[src/wpm_pkg.sv]
// Constants and types of the wake-up, priority and power-mode block
package wpm_pkg;
   // Register indices as printed, byte address is four times the index
   localparam logic [11:0] WPM_IDX_POL_HIGH = 12'h0FC;
   localparam logic [11:0] WPM_IDX_POL_LOW = 12'h0FD;
   localparam logic [11:0] WPM_IDX_PRIO_LOW = 12'h0FD;
   // Page windows that separate equal indices
   localparam logic [11:0] WPM_PAGE_WAKE = 12'h000;
   localparam logic [11:0] WPM_PAGE_PRIO = 12'h400;
   // Byte addresses on the bus
   localparam logic [11:0] WPM_ADR_POL_HIGH = WPM_PAGE_WAKE + (WPM_IDX_POL_HIGH << 2);
   localparam logic [11:0] WPM_ADR_POL_LOW = WPM_PAGE_WAKE + (WPM_IDX_POL_LOW << 2);
   localparam logic [11:0] WPM_ADR_PRIO_LOW = WPM_PAGE_PRIO + (WPM_IDX_PRIO_LOW << 2);
   localparam logic [11:0] WPM_ADR_MASK = 12'h000;
   localparam logic [11:0] WPM_ADR_PEND = 12'h004;
   localparam logic [11:0] WPM_ADR_CTRL = 12'h008;
   localparam logic [11:0] WPM_ADR_STAT = 12'h00C;
   localparam logic [11:0] WPM_ADR_EXT_CFG = 12'h010;
   localparam logic [11:0] WPM_ADR_EXT_PEND = 12'h014;
   // Reset values
   localparam logic [7:0] WPM_RST_POL = 8'h00;
   localparam logic [7:0] WPM_RST_PRIO = 8'hFF;
   localparam logic [15:0] WPM_RST_MASK = 16'h0000;
   // Control register fields
   localparam int WPM_CTRL_ROUTE = 0;
   localparam int WPM_CTRL_EVENT = 1;
   localparam int WPM_CTRL_STOP = 2;
   localparam int WPM_CTRL_PLL = 3;
   // Status register fields
   localparam int WPM_STAT_RUN = 0;
   localparam int WPM_STAT_WAIT = 1;
   localparam int WPM_STAT_STOP = 2;
   localparam int WPM_STAT_STAB = 3;
   localparam int WPM_STAT_HALT = 4;
   localparam int WPM_STAT_PLL = 5;
   localparam int WPM_STAT_WIRQ = 6;
   localparam int WPM_STAT_WEVT = 7;
   // Oscillator settling time and clock rate
   localparam int WPM_STAB_TIME_US = 5000;
   localparam int WPM_CLK_MHZ = 100;
   localparam int WPM_STAB_CYCLES = WPM_STAB_TIME_US * WPM_CLK_MHZ;
   // Power modes
   typedef enum logic [2:0] {
      WPM_RUN,
      WPM_WAIT,
      WPM_STOP,
      WPM_STAB,
      WPM_HALT
   } wpm_mode_t;
endpackage : wpm_pkg

[src/wpm_top.sv]
// Power-mode sequencer, pair priority encoder and wake-up line unit
//
// The APB register port was left to the implementer.
`timescale 1ns/1ps

// Summary of operation
// - Stop sequence with NMI low stops CPU, peripherals.
// - Only wake-up line or NMI ends STOP.
// - Registers kept through STOP except the PLL bit, which is cleared; no reset made.
// - Watchdog frozen in STOP, resumes afterwards.
// - Settling counter after oscillator restarts holds operation.
// - Oscillator off in STOP, PLL deselected.
// - Halt without watchdog freezes all until reset.
// - Wait gates CPU clock until interrupt acknowledged.
// - Winning enabled request saves status, vectors.
// - Eight external interrupts with selectable edge.
// - Priority register holds two bits per pair.
// - Three-bit priority, zero highest, seven lowest.
// - Even channel low bit zero, odd one.
// - Priority register resets to all ones.
// - Route and event enabled: interrupt plus event.
// - Route only: interrupt, no wake-up event.
// - Cleared mask bit never gives wake-up event.
// - Polarity zero falling edge, one rising edge.
// - Two eight-bit polarity registers, reset zero.
// - Wake-up edge during polarity write sets nothing; external edges still set pending.
module wpm_top #(
   parameter int NUM_WAKE = 16,
   parameter int NUM_EXT = 8,
   parameter int STAB_CYCLES = wpm_pkg::WPM_STAB_CYCLES
) (
   // Clock and reset
   input wire logic REF_CLK_I,
   input wire logic RST_N_I,
   // APB slave
   input wire logic PSEL_I,
   input wire logic PENABLE_I,
   input wire logic PWRITE_I,
   input wire logic [11:0] PADDR_I,
   input wire logic [31:0] PWDATA_I,
   output logic [31:0] PRDATA_O,
   output logic PREADY_O,
   output logic PSLVERR_O,
   // CPU core requests
   input wire logic WFI_REQ_I,
   input wire logic HALT_REQ_I,
   input wire logic WDOG_EN_I,
   input wire logic IRQ_ACK_I,
   // External pins and oscillator
   input wire logic NMI_I,
   input wire logic [NUM_WAKE-1:0] WAKE_LINES_I,
   input wire logic [NUM_EXT-1:0] EXT_INT_I,
   input wire logic OSC_RUNNING_I,
   // Clock and mode controls
   output logic CPU_CLK_EN_O,
   output logic PERIPH_CLK_EN_O,
   output logic OSC_EN_O,
   output logic PLL_SEL_O,
   output logic WDOG_RUN_O,
   // Interrupt outputs
   output logic WAKE_IRQ_O,
   output logic WAKE_EVENT_O,
   output logic IRQ_REQ_O,
   output logic [2:0] IRQ_CHAN_O,
   output logic [2:0] IRQ_LEVEL_O,
   output logic SAVE_CTX_O,
   output logic [3*NUM_EXT-1:0] CHAN_PRIO_O
);
   import wpm_pkg::*;

   // Refuse sizes the register map cannot serve
   if (NUM_WAKE != 16 || NUM_EXT != 8 || STAB_CYCLES < 1 || STAB_CYCLES > 1048575) begin : g_chk
      $error("wpm_top: unsupported parameter values");
   end

   // Register state and next values
   logic [7:0] pol_high_q, pol_high_d;     // Polarity of lines 15..8
   logic [7:0] pol_low_q, pol_low_d;       // Polarity of lines 7..0
   logic [7:0] prio_q, prio_d;             // Pair priority fields
   logic [15:0] mask_q, mask_d;            // Wake-up line masks
   logic route_q, route_d;                 // Wake-up interrupt routing
   logic evt_en_q, evt_en_d;               // Wake-up event enable
   logic pll_q, pll_d;                     // PLL as CPU clock source
   logic [1:0] seq_q, seq_d;               // Stop write sequence step
   logic stop_req;                         // Completed stop sequence
   logic [NUM_EXT-1:0] ext_en_q, ext_en_d; // External interrupt enables
   logic [NUM_EXT-1:0] ext_rise_q, ext_rise_d; // External edge select
   // Pending and edge state
   logic [15:0] pend_q, pend_d;            // Wake-up pending bits
   logic [15:0] wake_prev_q;               // Previous wake-up levels
   logic [NUM_EXT-1:0] ext_pend_q, ext_pend_d; // External pending bits
   logic [NUM_EXT-1:0] ext_prev_q;         // Previous external levels
   // Mode state
   wpm_mode_t mode_q, mode_d;              // Power mode
   logic [19:0] stab_q, stab_d;            // Settling countdown
   logic save_q, save_d;                   // Context save strobe
   // Bus and decode
   logic wr_en;                            // Write takes effect
   logic rd_setup;                         // Read data captured
   logic [31:0] rdata_q, rdata_d;          // Registered read data
   logic err_q, err_d;                     // Unmapped address flag
   logic hit;                              // Address is mapped
   logic [15:0] polarity;                  // All polarity bits
   logic [15:0] wake_edge;                 // Qualified wake-up edges
   logic [NUM_EXT-1:0] ext_edge;           // Qualified external edges
   logic [15:0] wake_active;               // Mask and pending both set
   logic [NUM_EXT-1:0] ext_live;           // Pending and enabled
   logic [2:0] chan_prio [NUM_EXT];        // Per channel priority
   logic [2:0] win_chan;                   // Arbitration winner
   logic [2:0] win_lvl;                    // Winner priority
   logic win_any;                          // Some request live
   logic pol_write;                        // Polarity register written
   logic [7:0] stat;                       // Status read value

   // Bus phase decode, no wait states
   assign wr_en = PSEL_I && PENABLE_I && PWRITE_I;
   assign rd_setup = PSEL_I && !PENABLE_I;
   assign PREADY_O = PSEL_I && PENABLE_I;
   assign PRDATA_O = rdata_q;
   assign PSLVERR_O = PREADY_O && err_q;

   // Address hit for the mapped set
   always_comb begin
      unique case (PADDR_I)
         WPM_ADR_POL_HIGH, WPM_ADR_POL_LOW, WPM_ADR_PRIO_LOW, WPM_ADR_MASK,
         WPM_ADR_PEND, WPM_ADR_CTRL, WPM_ADR_STAT, WPM_ADR_EXT_CFG,
         WPM_ADR_EXT_PEND: hit = 1'b1;
         default: hit = 1'b0;
      endcase
   end

   // Per channel priority: pair bits above, fixed parity bit below
   for (genvar i = 0; i < NUM_EXT; i++) begin : g_prio
      assign chan_prio[i] = {prio_q[2*(i/2)+1], prio_q[2*(i/2)], 1'(i % 2)};
      assign CHAN_PRIO_O[3*i +: 3] = chan_prio[i];
   end

   // Edge qualification for wake-up and external lines
   assign polarity = {pol_high_q, pol_low_q};
   assign pol_write = wr_en && (PADDR_I == WPM_ADR_POL_HIGH || PADDR_I == WPM_ADR_POL_LOW);
   always_comb begin
      for (int i = 0; i < 16; i++) begin
         wake_edge[i] = polarity[i] ? (WAKE_LINES_I[i] && !wake_prev_q[i])
                                    : (!WAKE_LINES_I[i] && wake_prev_q[i]);
      end
      if (pol_write) begin
         wake_edge = 16'h0000;
      end
      for (int i = 0; i < NUM_EXT; i++) begin
         ext_edge[i] = ext_rise_q[i] ? (EXT_INT_I[i] && !ext_prev_q[i])
                                     : (!EXT_INT_I[i] && ext_prev_q[i]);
      end
   end

   // Wake-up interrupt and event generation
   assign wake_active = mask_q & pend_q;
   assign WAKE_IRQ_O = (|wake_active) && route_q;
   assign WAKE_EVENT_O = (|wake_active) && route_q && evt_en_q;

   // Arbitration among live external channels, lowest level wins
   assign ext_live = ext_pend_q & ext_en_q;
   always_comb begin
      win_any = 1'b0;
      win_chan = 3'h0;
      win_lvl = 3'h7;
      for (int i = 0; i < NUM_EXT; i++) begin
         if (ext_live[i] && (!win_any || chan_prio[i] < win_lvl)) begin
            win_any = 1'b1;
            win_chan = 3'(i);
            win_lvl = chan_prio[i];
         end
      end
   end
   assign IRQ_REQ_O = win_any;
   assign IRQ_CHAN_O = win_chan;
   assign IRQ_LEVEL_O = win_lvl;
   assign SAVE_CTX_O = save_q;

   // Next values of the software registers and stop sequence
   always_comb begin
      pol_high_d = pol_high_q;
      pol_low_d = pol_low_q;
      prio_d = prio_q;
      mask_d = mask_q;
      route_d = route_q;
      evt_en_d = evt_en_q;
      pll_d = pll_q;
      seq_d = seq_q;
      ext_en_d = ext_en_q;
      ext_rise_d = ext_rise_q;
      stop_req = 1'b0;
      if (wr_en) begin
         unique case (PADDR_I)
            WPM_ADR_POL_HIGH: pol_high_d = PWDATA_I[7:0];
            WPM_ADR_POL_LOW: pol_low_d = PWDATA_I[7:0];
            WPM_ADR_PRIO_LOW: prio_d = PWDATA_I[7:0];
            WPM_ADR_MASK: mask_d = PWDATA_I[15:0];
            WPM_ADR_EXT_CFG: begin
               ext_en_d = PWDATA_I[NUM_EXT-1:0];
               ext_rise_d = PWDATA_I[2*NUM_EXT-1:NUM_EXT];
            end
            WPM_ADR_CTRL: begin
               route_d = PWDATA_I[WPM_CTRL_ROUTE];
               evt_en_d = PWDATA_I[WPM_CTRL_EVENT];
               pll_d = PWDATA_I[WPM_CTRL_PLL];
               // Stop bit written one, zero, one in a row
               unique case (seq_q)
                  2'h0: seq_d = PWDATA_I[WPM_CTRL_STOP] ? 2'h1 : 2'h0;
                  2'h1: seq_d = PWDATA_I[WPM_CTRL_STOP] ? 2'h1 : 2'h2;
                  2'h2: begin
                     seq_d = 2'h0;
                     stop_req = PWDATA_I[WPM_CTRL_STOP];
                  end
                  default: seq_d = 2'h0;
               endcase
            end
            default: begin
            end
         endcase
      end
      if (mode_q == WPM_STOP) begin
         pll_d = 1'b0;
      end
   end

   // Software registers
   always_ff @(posedge REF_CLK_I) begin
      if (!RST_N_I) begin
         pol_high_q <= WPM_RST_POL;
         pol_low_q <= WPM_RST_POL;
         prio_q <= WPM_RST_PRIO;
         mask_q <= WPM_RST_MASK;
         route_q <= 1'b0;
         evt_en_q <= 1'b0;
         pll_q <= 1'b0;
         seq_q <= 2'h0;
         ext_en_q <= '0;
         ext_rise_q <= '0;
      end else begin
         pol_high_q <= pol_high_d;
         pol_low_q <= pol_low_d;
         prio_q <= prio_d;
         mask_q <= mask_d;
         route_q <= route_d;
         evt_en_q <= evt_en_d;
         pll_q <= pll_d;
         seq_q <= seq_d;
         ext_en_q <= ext_en_d;
         ext_rise_q <= ext_rise_d;
      end
   end

   // Pending bits: set wins over software or acknowledge clear
   always_comb begin
      pend_d = pend_q;
      ext_pend_d = ext_pend_q;
      if (wr_en && PADDR_I == WPM_ADR_PEND) begin
         pend_d = pend_d & ~PWDATA_I[15:0];
      end
      if (wr_en && PADDR_I == WPM_ADR_EXT_PEND) begin
         ext_pend_d = ext_pend_d & ~PWDATA_I[NUM_EXT-1:0];
      end
      if (IRQ_ACK_I && win_any) begin
         ext_pend_d[win_chan] = 1'b0;
      end
      pend_d = pend_d | wake_edge;
      ext_pend_d = ext_pend_d | ext_edge;
   end

   // Pending and edge history registers
   always_ff @(posedge REF_CLK_I) begin
      if (!RST_N_I) begin
         pend_q <= 16'h0000;
         ext_pend_q <= '0;
         wake_prev_q <= 16'h0000;
         ext_prev_q <= '0;
      end else begin
         pend_q <= pend_d;
         ext_pend_q <= ext_pend_d;
         wake_prev_q <= WAKE_LINES_I;
         ext_prev_q <= EXT_INT_I;
      end
   end

   // Power mode sequencing
   always_comb begin
      mode_d = mode_q;
      stab_d = stab_q;
      save_d = 1'b0;
      unique case (mode_q)
         WPM_RUN: begin
            if (stop_req && !NMI_I) begin
               mode_d = WPM_STOP;
            end else if (HALT_REQ_I && !WDOG_EN_I) begin
               mode_d = WPM_HALT;
            end else if (WFI_REQ_I) begin
               mode_d = WPM_WAIT;
            end
         end
         WPM_WAIT: begin
            if (IRQ_ACK_I) begin
               mode_d = WPM_RUN;
            end
         end
         WPM_STOP: begin
            if (WAKE_EVENT_O || NMI_I) begin
               mode_d = WPM_STAB;
               stab_d = 20'(STAB_CYCLES);
            end
         end
         WPM_STAB: begin
            if (OSC_RUNNING_I) begin
               if (stab_q <= 20'h00001) begin
                  mode_d = WPM_RUN;
                  stab_d = 20'h00000;
               end else begin
                  stab_d = stab_q - 20'h00001;
               end
            end
         end
         WPM_HALT: begin
            mode_d = WPM_HALT;
         end
         default: mode_d = WPM_RUN;
      endcase
      if (IRQ_ACK_I && win_any && mode_q != WPM_STOP && mode_q != WPM_HALT) begin
         save_d = 1'b1;
      end
   end

   // Mode registers; no reset is ever raised on stop exit
   always_ff @(posedge REF_CLK_I) begin
      if (!RST_N_I) begin
         mode_q <= WPM_RUN;
         stab_q <= 20'h00000;
         save_q <= 1'b0;
      end else begin
         mode_q <= mode_d;
         stab_q <= stab_d;
         save_q <= save_d;
      end
   end

   // Clock gating outputs per mode
   // only CPU clock off in wait
   assign CPU_CLK_EN_O = (mode_q == WPM_RUN);
   assign PERIPH_CLK_EN_O = (mode_q == WPM_RUN) || (mode_q == WPM_WAIT);
   assign OSC_EN_O = (mode_q != WPM_STOP) && (mode_q != WPM_HALT);
   assign PLL_SEL_O = pll_q;
   assign WDOG_RUN_O = (mode_q == WPM_RUN) || (mode_q == WPM_WAIT);

   // Status word
   always_comb begin
      stat = 8'h00;
      stat[WPM_STAT_RUN] = (mode_q == WPM_RUN);
      stat[WPM_STAT_WAIT] = (mode_q == WPM_WAIT);
      stat[WPM_STAT_STOP] = (mode_q == WPM_STOP);
      stat[WPM_STAT_STAB] = (mode_q == WPM_STAB);
      stat[WPM_STAT_HALT] = (mode_q == WPM_HALT);
      stat[WPM_STAT_PLL] = pll_q;
      stat[WPM_STAT_WIRQ] = WAKE_IRQ_O;
      stat[WPM_STAT_WEVT] = WAKE_EVENT_O;
   end

   // Read data captured in the setup cycle
   always_comb begin
      rdata_d = rdata_q;
      err_d = err_q;
      if (rd_setup) begin
         err_d = !hit;
         rdata_d = 32'h00000000;
         unique case (PADDR_I)
            WPM_ADR_POL_HIGH: rdata_d[7:0] = pol_high_q;
            WPM_ADR_POL_LOW: rdata_d[7:0] = pol_low_q;
            WPM_ADR_PRIO_LOW: rdata_d[7:0] = prio_q;
            WPM_ADR_MASK: rdata_d[15:0] = mask_q;
            WPM_ADR_PEND: rdata_d[15:0] = pend_q;
            WPM_ADR_CTRL: begin
               rdata_d[WPM_CTRL_ROUTE] = route_q;
               rdata_d[WPM_CTRL_EVENT] = evt_en_q;
               rdata_d[WPM_CTRL_PLL] = pll_q;
            end
            WPM_ADR_STAT: rdata_d[7:0] = stat;
            WPM_ADR_EXT_CFG: rdata_d[2*NUM_EXT-1:0] = {ext_rise_q, ext_en_q};
            WPM_ADR_EXT_PEND: rdata_d[NUM_EXT-1:0] = ext_pend_q;
            default: rdata_d = 32'h00000000;
         endcase
      end
   end

   // Read data registers
   always_ff @(posedge REF_CLK_I) begin
      if (!RST_N_I) begin
         rdata_q <= 32'h00000000;
         err_q <= 1'b0;
      end else begin
         rdata_q <= rdata_d;
         err_q <= err_d;
      end
   end
endmodule : wpm_top

[config.mk]
export PLATFORM = sky130hd
export DESIGN_NAME = wpm_top
export DESIGN_NICKNAME = d
export VERILOG_FILES = /design/src/wpm_pkg.sv /design/src/wpm_top.sv
export SDC_FILE = /design/constraint.sdc
export NUM_CORES = 1
export LEC_CHECK = 0
export BUFFER_PORTS_ARGS = -buffer_cell sky130_fd_sc_hd__buf_2
export CORE_ASPECT_RATIO = 1.75
export CORE_UTILIZATION = 40
export CTS_CLUSTER_SIZE = 12
export DETAILED_ROUTE_END_ITERATION = 12
export PLACE_DENSITY = 0.61
export SYNTH_ARGS = -nofsm -noshare
export SYNTH_HDL_FRONTEND = slang
export SYNTH_SLANG_ARGS = --single-unit
export TNS_END_PERCENT = 100
[constraint.sdc]
create_clock -name REF_CLK_I -period 8.9 [get_ports REF_CLK_I]
set_clock_uncertainty 0.15 [all_clocks]
set_input_delay 0.89 -clock REF_CLK_I [delete_from_list [all_inputs] [get_ports REF_CLK_I]]
set_output_delay 0.89 -clock REF_CLK_I [all_outputs]
set_load 0.05 [all_outputs]
; ---- Word-level counts from Yosys, hierarchy flattened
; Cells that the tools add are included.
[word_totals]
regBits = 150
latch_bits = 0
mem_bits_rw = 0
mem_bits_ro = 0
inputBits = 79
output_inout_bits = 73
word_cells = 295
memories = 0
[op_classes]
addsub = 1
multipliers = 0
div_mod_pow = 0
magnitude_cmp = 10
n_eq_ne = 21
shifts = 0
n_mux = 78
n_bitwise = 11
n_reduce_logical = 155
[ops]
columns = operator, n
row1 = 1-bit logical AND, 71
row2 = 3-bit two-way mux, 21
row3 = 20-bit two-way mux, 3
row4 = 1-bit logical NOT, 59
row5 = 1-bit two-way mux, 40
row6 = 20-bit one-hot mux with 2 select lines, 1
row7 = 16-bit bitwise AND, 2
row8 = 16-bit two-way mux, 2
row9 = 4-bit one-hot mux with 8 select lines, 1
row10 = 8-bit bitwise AND, 3
row11 = 12-bit by 10-bit equality test with 1-bit output (second input constant), 2
row12 = 12-bit by 4-bit equality test with 1-bit output (second input constant), 2
row13 = 12-bit by 5-bit equality test with 1-bit output (second input constant), 2
row14 = 8-bit one-hot mux with 3 select lines, 1
row15 = 3-bit less-than comparator, 7
row16 = 20-bit by 1-bit <= comparator with 1-bit output (second input constant), 1
row17 = 20-bit by 1-bit subtractor with 20-bit output (second input constant), 1
row18 = 2-bit one-hot mux with 9 select lines, 1
row19 = 8-bit two-way mux, 2
row20 = 16-bit inverter, 1
row21 = 8-bit inverter, 2
row22 = 16-bit OR, 1
row23 = 16-bit OR reduction, 1
row24 = 3-bit one-hot mux with 5 select lines, 1
row25 = other kinds (31), 48

; ---- Depth between registers and ports, before layout
; Gate-level depths: netlist of the first run.
[logic_depth]
depth_word = 38
ltp_mapped = 41
mapped_depth_nobuf = 40

; ---- Worst setup path after synthesis of the first run
; OpenSTA, ideal clock, no wires.
[synth_path]
path_kind = flip-flop to output port
from = register prio_q[1]
to = output port IRQ_LEVEL_O[1]
t_arrival_ns = 8.332
required_time_ns = 7.860
path_slack_ns = -0.472
stages_incl_launch_ff = 39
path_buffers = 1
path_cell_list = dfxtp_1 -> nor2_1 -> ha_1 -> a21oi_1 -> o2111a_2 -> mux2i_1 -> inv_1 -> ha_1 -> nor4bb_1 -> a31oi_1 -> o21ai_0 -> nand2_1 -> o21ai_0 -> inv_1 -> ha_1 -> a21oi_1 -> o21ai_0 -> nand4b_1 -> (+3 left out) -> nor2_1 -> a31oi_1 -> or2_2 -> and3_1 -> buf_6 -> a21oi_1 -> inv_1 -> ha_1 -> nand2_1 -> or3_1 -> o211ai_2 -> nand2_1 -> mux2i_1 -> ha_1 -> or2_2 -> a21oi_1 -> o21bai_1 -> o31ai_1
[synth_between]
elab_chain_cells = 29
word_cells_on_any_way = 41
classes_between = 7 x order compare / 14 x mux / 20 x reduce/logical
[synth_lines]
columns = item, line
row1 = from (decl), wpm_top.sv:79  ; logic [7:0] prio_q, prio_d;
row2 = from (signal assigned), wpm_top.sv:242  ; prio_q <= prio_d;
row3 = 3-bit two-way mux, wpm_top.sv:167  ; if (ext_live[i] && (!win_any || chan_prio[i] < win_lvl)) begin
row4 = 3-bit less-than comparator, wpm_top.sv:167
row5 = 1-bit logical OR, wpm_top.sv:167
row6 = 1-bit logical AND, wpm_top.sv:167
row7 = 3-bit two-way mux or 1-bit two-way mux (tied branches), wpm_top.sv:167
row8 = 3-bit less-than comparator or 1-bit logical NOT (tied branches), wpm_top.sv:167
row9 = 1-bit logical OR, wpm_top.sv:167
row10 = 1-bit logical AND, wpm_top.sv:167
row11 = (+13 left out), --
row12 = 3-bit less-than comparator or 1-bit logical NOT (tied branches), wpm_top.sv:167
row13 = 1-bit logical OR, wpm_top.sv:167
row14 = 1-bit logical AND, wpm_top.sv:167
row15 = 3-bit two-way mux or 1-bit two-way mux (tied branches), wpm_top.sv:167
row16 = 3-bit less-than comparator or 1-bit logical NOT (tied branches), wpm_top.sv:167
row17 = 1-bit logical OR, wpm_top.sv:167
row18 = 1-bit logical AND, wpm_top.sv:167
row19 = 3-bit two-way mux *, wpm_top.sv:167
row20 = to (decl), wpm_top.sv:65  ; output logic [2:0] IRQ_LEVEL_O,
; Every way passes the cells marked *; elsewhere a longest branch is shown, timed or not.

; ---- Final worst setup path of the first run
[layout_path]
from = register ext_pend_q[0]
to = output port IRQ_LEVEL_O[2]
[layout_between]
elab_chain_cells = 30
word_cells_on_any_way = 44
classes_between = 7 x order compare / 15 x mux / 1 x bitwise / 21 x reduce/logical
[layout_lines]
columns = item, line
row1 = from (decl), wpm_top.sv:91  ; logic [NUM_EXT-1:0] ext_pend_q, ext_pend_d;
row2 = from (signal assigned), wpm_top.sv:279  ; ext_pend_q <= ext_pend_d;
row3 = 8-bit bitwise AND *, wpm_top.sv:161  ; assign ext_live = ext_pend_q & ext_en_q;
row4 = 3-bit two-way mux or 1-bit two-way mux (tied branches), wpm_top.sv:167
row5 = 3-bit less-than comparator or 1-bit logical NOT (tied branches), wpm_top.sv:167
row6 = 1-bit logical OR, wpm_top.sv:167
row7 = 1-bit logical AND, wpm_top.sv:167
row8 = 3-bit two-way mux or 1-bit two-way mux (tied branches), wpm_top.sv:167
row9 = 3-bit less-than comparator or 1-bit logical NOT (tied branches), wpm_top.sv:167
row10 = 1-bit logical OR, wpm_top.sv:167
row11 = (+14 left out), --
row12 = 3-bit less-than comparator or 1-bit logical NOT (tied branches), wpm_top.sv:167
row13 = 1-bit logical OR, wpm_top.sv:167
row14 = 1-bit logical AND, wpm_top.sv:167
row15 = 3-bit two-way mux or 1-bit two-way mux (tied branches), wpm_top.sv:167
row16 = 3-bit less-than comparator or 1-bit logical NOT (tied branches), wpm_top.sv:167
row17 = 1-bit logical OR, wpm_top.sv:167
row18 = 1-bit logical AND, wpm_top.sv:167
row19 = 3-bit two-way mux *, wpm_top.sv:167
; Marks and branches as above.

==> results of run 1 <==
==> worst max path at each step <==
stage,endpoint,cells after the start,slack [ps]
CTS,IRQ_LEVEL_O[2],40,10
global placement,IRQ_LEVEL_O[2],40,50
finish,IRQ_LEVEL_O[2],40,230
global route,IRQ_LEVEL_O[0],40,-180
floorplan,IRQ_LEVEL_O[2],40,6
detailed placement,IRQ_LEVEL_O[2],40,-100
==> cells by family (layout without fill, tap and decap cells) <==
kind of cell	count (synthesis)	count (layout)	share of synthesized area (%)
xor gates and xnor gates	11	11	1.257
and+or+nand+nor	456	456	27.78
DFF	150	150	39.19
AOI/OAI and AO/OA	263	263	22.65
buffers and inverters	101	204	6.695
other	2	24	0.09801
adders and majority gates	11	11	1.796
muxes	4	4	0.5389
==> flip-flops by register name (all words and copies together), names as in the netlist, 8 cells and up <==
signal       flops
PRDATA_O        16
ext_en_q         8
ext_pend_q       8
ext_prev_q       8
ext_rise_q       8
mask_q          16
pend_q          16
pol_high_q       8
pol_low_q        8
prio_q           8
stab_q          20
wake_prev_q     16
==> repair_timing <==
action | 4_1_cts | 5_1_grt
hold buffers | 0 | 0
resized for setup | 18 | 37
pin swaps | 8 | 16
setup buffers | 7 | 7
endpoints found under the setup margin | 6 | 6
==> power by group through the flow <==
stage / sequential, mW / clock [mW] / combinational [mW]
floorplan: 0.705 / 0 / 0.0773
global placement: 0.709 / 0 / 0.104
detailed placement: 0.709 / 0 / 0.105
CTS: 0.695 / 0.743 / 0.105
global route: 0.696 / 0.778 / 0.113
finish: 0.695 / 0.734 / 0.105
==> layout make-up <==
type | count | area [µm²] | share of cell area (%)
Tap cell | 238 | 297.8 | 3.194
Clock inverter | 13 | 156.4 | 1.677
Clock buffer | 19 | 442.9 | 4.750
Timing Repair Buffer | 152 | 884.6 | 9.487
Inverter | 20 | 75.07 | 0.8052
Multi-Input combinational cell | 769 | 4459 | 47.83
Sequential cell | 150 | 3008 | 32.26
==> layer usage <==
metal	up-vias	GRT usage, %
li1	3724	-
met1	3667	27.43
met2	275	49.60
met3	72	4.469
met4	0	15.18
met5	-	0
==> worst max-delay path, delay by kind of cell (launching register included) <==
family                   cells  cell delay, ps
AO/OA/AOI/OAI               14            2110
adder cells (fa/ha/maj)      6            1580
buffers and inverters        4             380
flip-flops                   1             320
multiplexers                 4             830
AND/OR/NAND/NOR             12            1950
==> placed cells by master (no fill, tap or decap), types with 7 or more instances in the layout <==
cell	netlist	routed
sky130_fd_sc_hd__a22o_1	7	7
sky130_fd_sc_hd__nor3_1	14	13
sky130_fd_sc_hd__clkbuf_16	0	17
sky130_fd_sc_hd__buf_2	1	107
sky130_fd_sc_hd__nand2_1	190	189
sky130_fd_sc_hd__nor2b_1	7	7
sky130_fd_sc_hd__o21ai_0	44	38
sky130_fd_sc_hd__a221oi_1	7	7
sky130_fd_sc_hd__a21oi_1	95	91
sky130_fd_sc_hd__inv_1	19	17
sky130_fd_sc_hd__and3_1	10	9
sky130_fd_sc_hd__a31oi_1	12	10
sky130_fd_sc_hd__a222oi_1	17	17
sky130_fd_sc_hd__nor4_1	10	10
sky130_fd_sc_hd__nand2b_1	8	8
sky130_fd_sc_hd__or3_1	7	7
sky130_fd_sc_hd__dfxtp_1	150	146
sky130_fd_sc_hd__a22oi_1	32	32
sky130_fd_sc_hd__buf_4	33	43
sky130_fd_sc_hd__nand3b_1	8	8
sky130_fd_sc_hd__nand3_1	44	44
sky130_fd_sc_hd__and2_1	30	30
sky130_fd_sc_hd__conb_1	2	24
sky130_fd_sc_hd__nor2_1	98	92
sky130_fd_sc_hd__o21ai_1	3	7
==> stage by stage <==
step	cell area (µm²)	setup slack [ps]	hold WS [ps]	setup TNS [ps]
finish	9324	230.2	309.0	0
global route	9324	-176.6	330.4	-630.1
CTS	9096	9.602	307.8	0
detailed placement	8387	-98.37	299.7	-98.37
global placement	8387	49.44	295.3	0
floorplan	7754	5.667	287.0	0
==> results.json, run 1 <==
{
  "ir_drop_uv": 132.4,
  "maxCapViolations": 0,
  "worst_pin_slew_ps": 945.2,
  "grt_overflow_total": 0,
  "critical_path_end_type": "output pin",
  "initialDrtViolationCount": 631,
  "dp.final_hpwl_mm": 19.33,
  "power.share.clock_pct": 47.8,
  "regToRegStartpoint": "ext_pend_q[0]",
  "hold_viol_final": 0,
  "cts_root_buffer": "sky130_fd_sc_hd__clkbuf_16",
  "rsz_0062_raised_after_global_routing": "yes",
  "layout.core_utilization_pct": 49.96,
  "place_inst": 1315,
  "synth_sequential_area_ratio_pct": 39.19,
  "min_path_cells": 2,
  "diodes": 0,
  "clk_pin_slew_ps": 60,
  "cts_inserted_buffers": 17,
  "netlist.top_cell.by_area": "sky130_fd_sc_hd__dfxtp_1",
  "post_synth_inst_count": 998,
  "final_cells": 1361,
  "ys_top_cells_by_count": "sky130_fd_sc_hd__nand2_1 (190), sky130_fd_sc_hd__dfxtp_1 (150), sky130_fd_sc_hd__nor2_1 (98)",
  "postSynth.asyncResetShare_pct": 0,
  "area_growth_syn_to_layout_pct": 21.69,
  "yosysUniqueCellTypes": 70,
  "min_period_over_period_pct": 97.41,
  "drc_violations": 0,
  "combinationalPowerShare_pct": 6.9,
  "die-width_um": 106.6,
  "critical_path.reg2reg.endpoint": "ext_pend_q[5]",
  "grt_pass1_vias": 7218,
  "synth.most_common_cell": "sky130_fd_sc_hd__nand2_1",
  "dominantRegCellSynth": "sky130_fd_sc_hd__dfxtp_1",
  "switchingPower_uw": 374.6,
  "p_int_mw": 1.160,
  "status": "finished, final reports clean",
  "detailroute.via_count": 7738,
  "hold_path_end": "PRDATA_O[3]",
  "worst-r2r-cell-count": 41,
  "globalplace.congestion": 0.8872,
  "setup.reg_to_reg.worst_slack_ps": 1370,
  "first_pass_grt_wire_length_mm": 39.21,
  "postSynthAreaPerCell_um2": 7.678,
  "clock_latency_ps": 430,
  "worst_hold_startpoint": "PRDATA_O[3]",
  "postSynthRegisterBits": 150,
  "yosysWarningCount": 0,
  "dr.pass1.iters": 6,
  "power_per_cell_area_nw_per_um2": 164.6,
  "cp_data_arrival_time_ps": 7630,
  "drv_slew": 0,
  "met2RoutedLength_mm": 14.10,
  "synth_largest_type_area_fraction_pct": 39.19,
  "post_route_cells_drive_above_1_share_pct": 21.46,
  "grtUsageTotal_pct": 26.54,
  "die-area_um2": 19740,
  "nNetsFinal": 1200,
  "share_seq_of_total_power_pct": 45.3,
  "met3RoutedLength_mm": 1.297,
  "synth_area_um2": 7662,
  "max_clk_rate_ghz": 0.1153,
  "timing.final.setup_violations": 0,
  "top_layer_used": "met4",
  "clock_sink_count": 150,
  "wl_met1_mm": 9.446,
  "total_power_mw": 1.534,
  "cp_slowest_stage_delay_ps": 320,
  "clock_tree_buf_depth": 2,
  "grt_antenna_before_repair": 0,
  "critPathSlowestCell": "sky130_fd_sc_hd__dfxtp_2",
  "cellLeakagePower_nw": 3.603,
  "finalWorstPathRequiredPeriod_ps": 8670,
  "crit_required_ps": 7860,
  "die_height_um": 185.1,
  "n_fill_cell": 1904,
  "power.switching_fraction_pct": 24.42,
  "cts.htree.levels": 4,
  "boundaryPins": 152,
  "timing.max_slew.rel_slack_pct": 36.50,
  "route.detailed.vias_per_inst": 5.686,
  "io_buffer_count": 111,
  "synthTopCellsByArea": "sky130_fd_sc_hd__dfxtp_1 (39%), sky130_fd_sc_hd__nand2_1 (9.3%), sky130_fd_sc_hd__a21oi_1 (6.2%)",
  "number_of_enable_type_register_cells_in_the_synthesized_netlist": 0,
  "detail-route-antenna-nets": 0,
  "initial_standard_cell_utilization_of_the_core_pct": 41.06,
  "worstSetupStartpoint": "ext_pend_q[0]",
  "worst-path-max-fanout": 5,
  "start_kind": "flip-flop",
  "core_area_um2": 18660,
  "post_drt_wl_per_cell_um": 19.29,
  "row_count": 66,
  "grt_start_max_net_pins": 64,
  "cts_tree": "yes",
  "holdCritPathClass": "flip-flop to flip-flop",
  "setup.worst_path.class": "flip-flop to output pin",
  "totalWireLength_mm": 26.26
}
Note: power is estimated with default switching activity, not from simulation.
==> run 2, diff against run 1 <==
--- a/config.mk
+++ b/config.mk
@@ -5,6 +5,7 @@
 export SDC_FILE = /design/constraint.sdc
 export NUM_CORES = 1
 export LEC_CHECK = 0
+export ABC_AREA = 1
 export BUFFER_PORTS_ARGS = -buffer_cell sky130_fd_sc_hd__buf_2
 export CORE_ASPECT_RATIO = 1.75
 export CORE_UTILIZATION = 40
==> run 2 against run 1 <==
  * Sequential cell count did not move
  * Highest routed layer unchanged
  * Sequential power rose by 8.2%
  * Largest power group is now registers
  * Critical path depth up 3
  * Hold slack improved by 2.6 ps
  * Clock power down 1%
  * Core utilization decreased by 3.1 points
  * Sequential share of layout area is 1.3 points higher
  * Worst setup slack improved by 950 ps
  * Critical endpoint is now IRQ_LEVEL_O[1]
==> results.json, run 2 <==
{
  "totalWireLength_mm": 23.70,
  "yosysWarningCount": 0,
  "clk_pin_slew_ps": 70,
  "final_cells": 1483,
  "finalWorstPathRequiredPeriod_ps": 7720,
  "setup.reg_to_reg.worst_slack_ps": 2410,
  "post_cts_buffers": 0,
  "die-area_um2": 20000,
  "number_of_enable_type_register_cells_in_the_synthesized_netlist": 0,
  "dominantRegCellSynth": "sky130_fd_sc_hd__dfxtp_1",
  "cts_tree": "yes",
  "drv_slew": 0,
  "worst_hold_startpoint": "PRDATA_O[6]",
  "initial_standard_cell_utilization_of_the_core_pct": 40.63,
  "power_per_cell_area_nw_per_um2": 224.6,
  "boundaryPins": 152,
  "post_drt_wl_per_cell_um": 15.98,
  "layout.core_utilization_pct": 46.86,
  "diodes": 0,
  "cp_slowest_stage_delay_ps": 400,
  "timing.max_slew.rel_slack_pct": 25.40,
  "clock_sink_count": 150,
  "start_kind": "flip-flop",
  "rsz_0062_raised_after_global_routing": "no",
  "synth_sequential_area_ratio_pct": 38.67,
  "maxCapViolations": 0,
  "drc_violations": 0,
  "min_period_over_period_pct": 86.74,
  "hold_path_end": "PRDATA_O[6]",
  "yosysUniqueCellTypes": 44,
  "dp.final_hpwl_mm": 18.21,
  "leading_cell_type_in_the_layout_fill_and_taps_excluded": "sky130_fd_sc_hd__nand2_1",
  "crit_required_ps": 7860,
  "grt_start_max_net_pins": 86,
  "largest_register_ffs": 20,
  "cts_root_buffer": "sky130_fd_sc_hd__clkbuf_16",
  "synth_area_um2": 7766,
  "status": "finished, final reports clean",
  "min_path_cells": 2,
  "synth.most_common_cell": "sky130_fd_sc_hd__nand2_1",
  "final_cell_mix": "sky130_fd_sc_hd__nand2_1 (221), sky130_fd_sc_hd__inv_1 (177), sky130_fd_sc_hd__dfxtp_1 (150), sky130_fd_sc_hd__a21oi_1 (131), sky130_fd_sc_hd__buf_2 (111)",
  "critical_path.reg2reg.endpoint": "ext_pend_q[2]",
  "regToRegStartpoint": "ext_pend_q[1]",
  "postCtsHoldBufs": 0,
  "tightest_hold_margin_ps": 311.6,
  "clock_tree_buf_depth": 2,
  "synth_largest_type_area_fraction_pct": 38.67,
  "cts.htree.levels": 4,
  "postSynthRegisterBits": 150,
  "grt_antenna_before_repair": 0,
  "nNetsFinal": 1319,
  "grt_overflow_total": 0,
  "post_synth_inst_count": 1138,
  "synthTopCellsByArea": "sky130_fd_sc_hd__dfxtp_1 (39%), sky130_fd_sc_hd__nand2_1 (11%), sky130_fd_sc_hd__inv_1 (8.6%)",
  "route.detailed.vias_per_inst": 5.145,
  "first_pass_grt_wire_length_mm": 37.18,
  "postSynthAreaPerCell_um2": 6.824,
  "core_area_um2": 19110,
  "detailroute.via_count": 7630,
  "area_growth_syn_to_layout_pct": 15.32,
  "timing.final.setup_violations": 0,
  "max_clk_rate_ghz": 0.1295,
  "cell_area_after_placement_um2": 8361,
  "worst-path-max-fanout": 12,
  "cts_inserted_buffers": 17,
  "clock_latency_ps": 430,
  "postCtsResizedCells": 0,
  "critPathSlowestCell": "sky130_fd_sc_hd__dfxtp_1",
  "reg_with_most_ffs": "stab_q",
  "row_count": 67,
  "holdCritPathClass": "flip-flop to flip-flop",
  "critical-path-top-cell-by-count": "sky130_fd_sc_hd__nand2_1",
  "fin_ws_ps": 1180,
  "ir_drop_uv": 188.5,
  "initialDrtViolationCount": 439,
  "dr.pass1.iters": 7,
  "post_route_cells_drive_above_1_share_pct": 14.41,
  "grt_pass1_vias": 7104,
  "placement.setup.worst_slack_ps": 1572,
  "setup.worst_path.class": "flip-flop to output pin",
  "ys_top_cells_by_count": "sky130_fd_sc_hd__nand2_1 (221), sky130_fd_sc_hd__inv_1 (177), sky130_fd_sc_hd__dfxtp_1 (150)",
  "cellLeakagePower_nw": 3.906,
  "grtUsageTotal_pct": 24.35,
  "worst_pin_slew_ps": 1115,
  "die_height_um": 186.3,
  "detail-route-antenna-nets": 0,
  "io_buffer_count": 111,
  "postSynth.asyncResetShare_pct": 0,
  "worst-r2r-cell-count": 43,
  "critical_path_end_type": "output pin",
  "hold_viol_final": 0,
  "die-width_um": 107.3,
  "total_power_mw": 2.011,
  "fin_setup_tns_ps": 0,
  "netlist.top_cell.by_area": "sky130_fd_sc_hd__dfxtp_1",
  "place_inst": 1451,
  "fin_area_um2": 8956,
  "cp_data_arrival_time_ps": 6680,
  "globalplace.congestion": 0.8911
}
## run 2: changes by cell type in the layout (fill, tap and decap cells not counted), sizes merged, moves of 8 or more
| cell | delta |
|---|---|
| o21ai | +60 |
| o22ai | +36 |
| nor2 | -8 |
| nand2b | -8 |
| inv | +164 |
| and2 | -32 |
| and3 | -10 |
| buf | -37 |
| a222oi | -17 |
| a22oi | -33 |
| a21oi | +36 |
| nand2 | +50 |
## run 2: report_power, final
| group | total [mW] | internal [mW] | switching, mW | leakage (nW) |
|---|---|---|---|---|
| Combinational | 0.533 | 0.158 | 0.375 | 2.40 |
| Sequential | 0.752 | 0.715 | 0.0379 | 1.22 |
| Clock | 0.726 | 0.419 | 0.306 | 0.287 |
| Total | 2.01 | 1.29 | 0.720 | 3.91 |
## run 2: worst max-delay path by stage
| stage | from | endpoint | slack [ps] | cells past startpoint |
|---|---|---|---|---|
| 6_report | ext_pend_q[1] | IRQ_LEVEL_O[1] | 1180 | 43 |
| 5_1_grt | ext_pend_q[0] | IRQ_LEVEL_O[1] | 380 | 45 |
| 4_1_cts | ext_pend_q[1] | IRQ_LEVEL_O[1] | 1100 | 43 |
| 3_5_place_dp | ext_pend_q[1] | IRQ_LEVEL_O[1] | 1570 | 43 |
| 3_3_place_gp | ext_pend_q[1] | IRQ_LEVEL_O[1] | 1660 | 43 |
| 2_1_floorplan | prio_q[1] | IRQ_LEVEL_O[1] | 1730 | 40 |
## run 2: area by class of cell
type	instances	area (µm²)
fillers	1953	10160
multi-input cells	765	3795
flip-flops and latches	150	3003
inverters	180	675.6
repair buffers	115	585.6
clock buffers	17	425.4
well taps	241	301.5
clock inverters	15	170.2
## run 2: logic make-up (layout without fill, tap and decap cells)
kind of cell	Yosys count	after routing	synth area share, %
AND/OR/NAND/NOR	408	408	22.70
AO/OA/AOI/OAI	318	318	22.78
buffers and inverters	245	327	13.53
flip-flops	150	150	38.67
adder cells (fa/ha/maj)	11	11	1.772
XOR/XNOR	4	4	0.4512
other	2	24	0.09670
## run 2: critical path, delay by kind of cell (launching register included)
kind | cells | cell delay (ps)
AO/OA/AOI/OAI | 9 | 1690
adder cells (fa/ha/maj) | 6 | 1690
buffers and inverters | 2 | 340
flip-flops | 1 | 400
AND/OR/NAND/NOR | 26 | 2110
## run 2: metal layers
metal  routed length, µm  GRT usage [%]
met5                   0              0
met4                1149          13.80
met3                1225          4.017
met2               12230          44.22
met1                9091          26.04
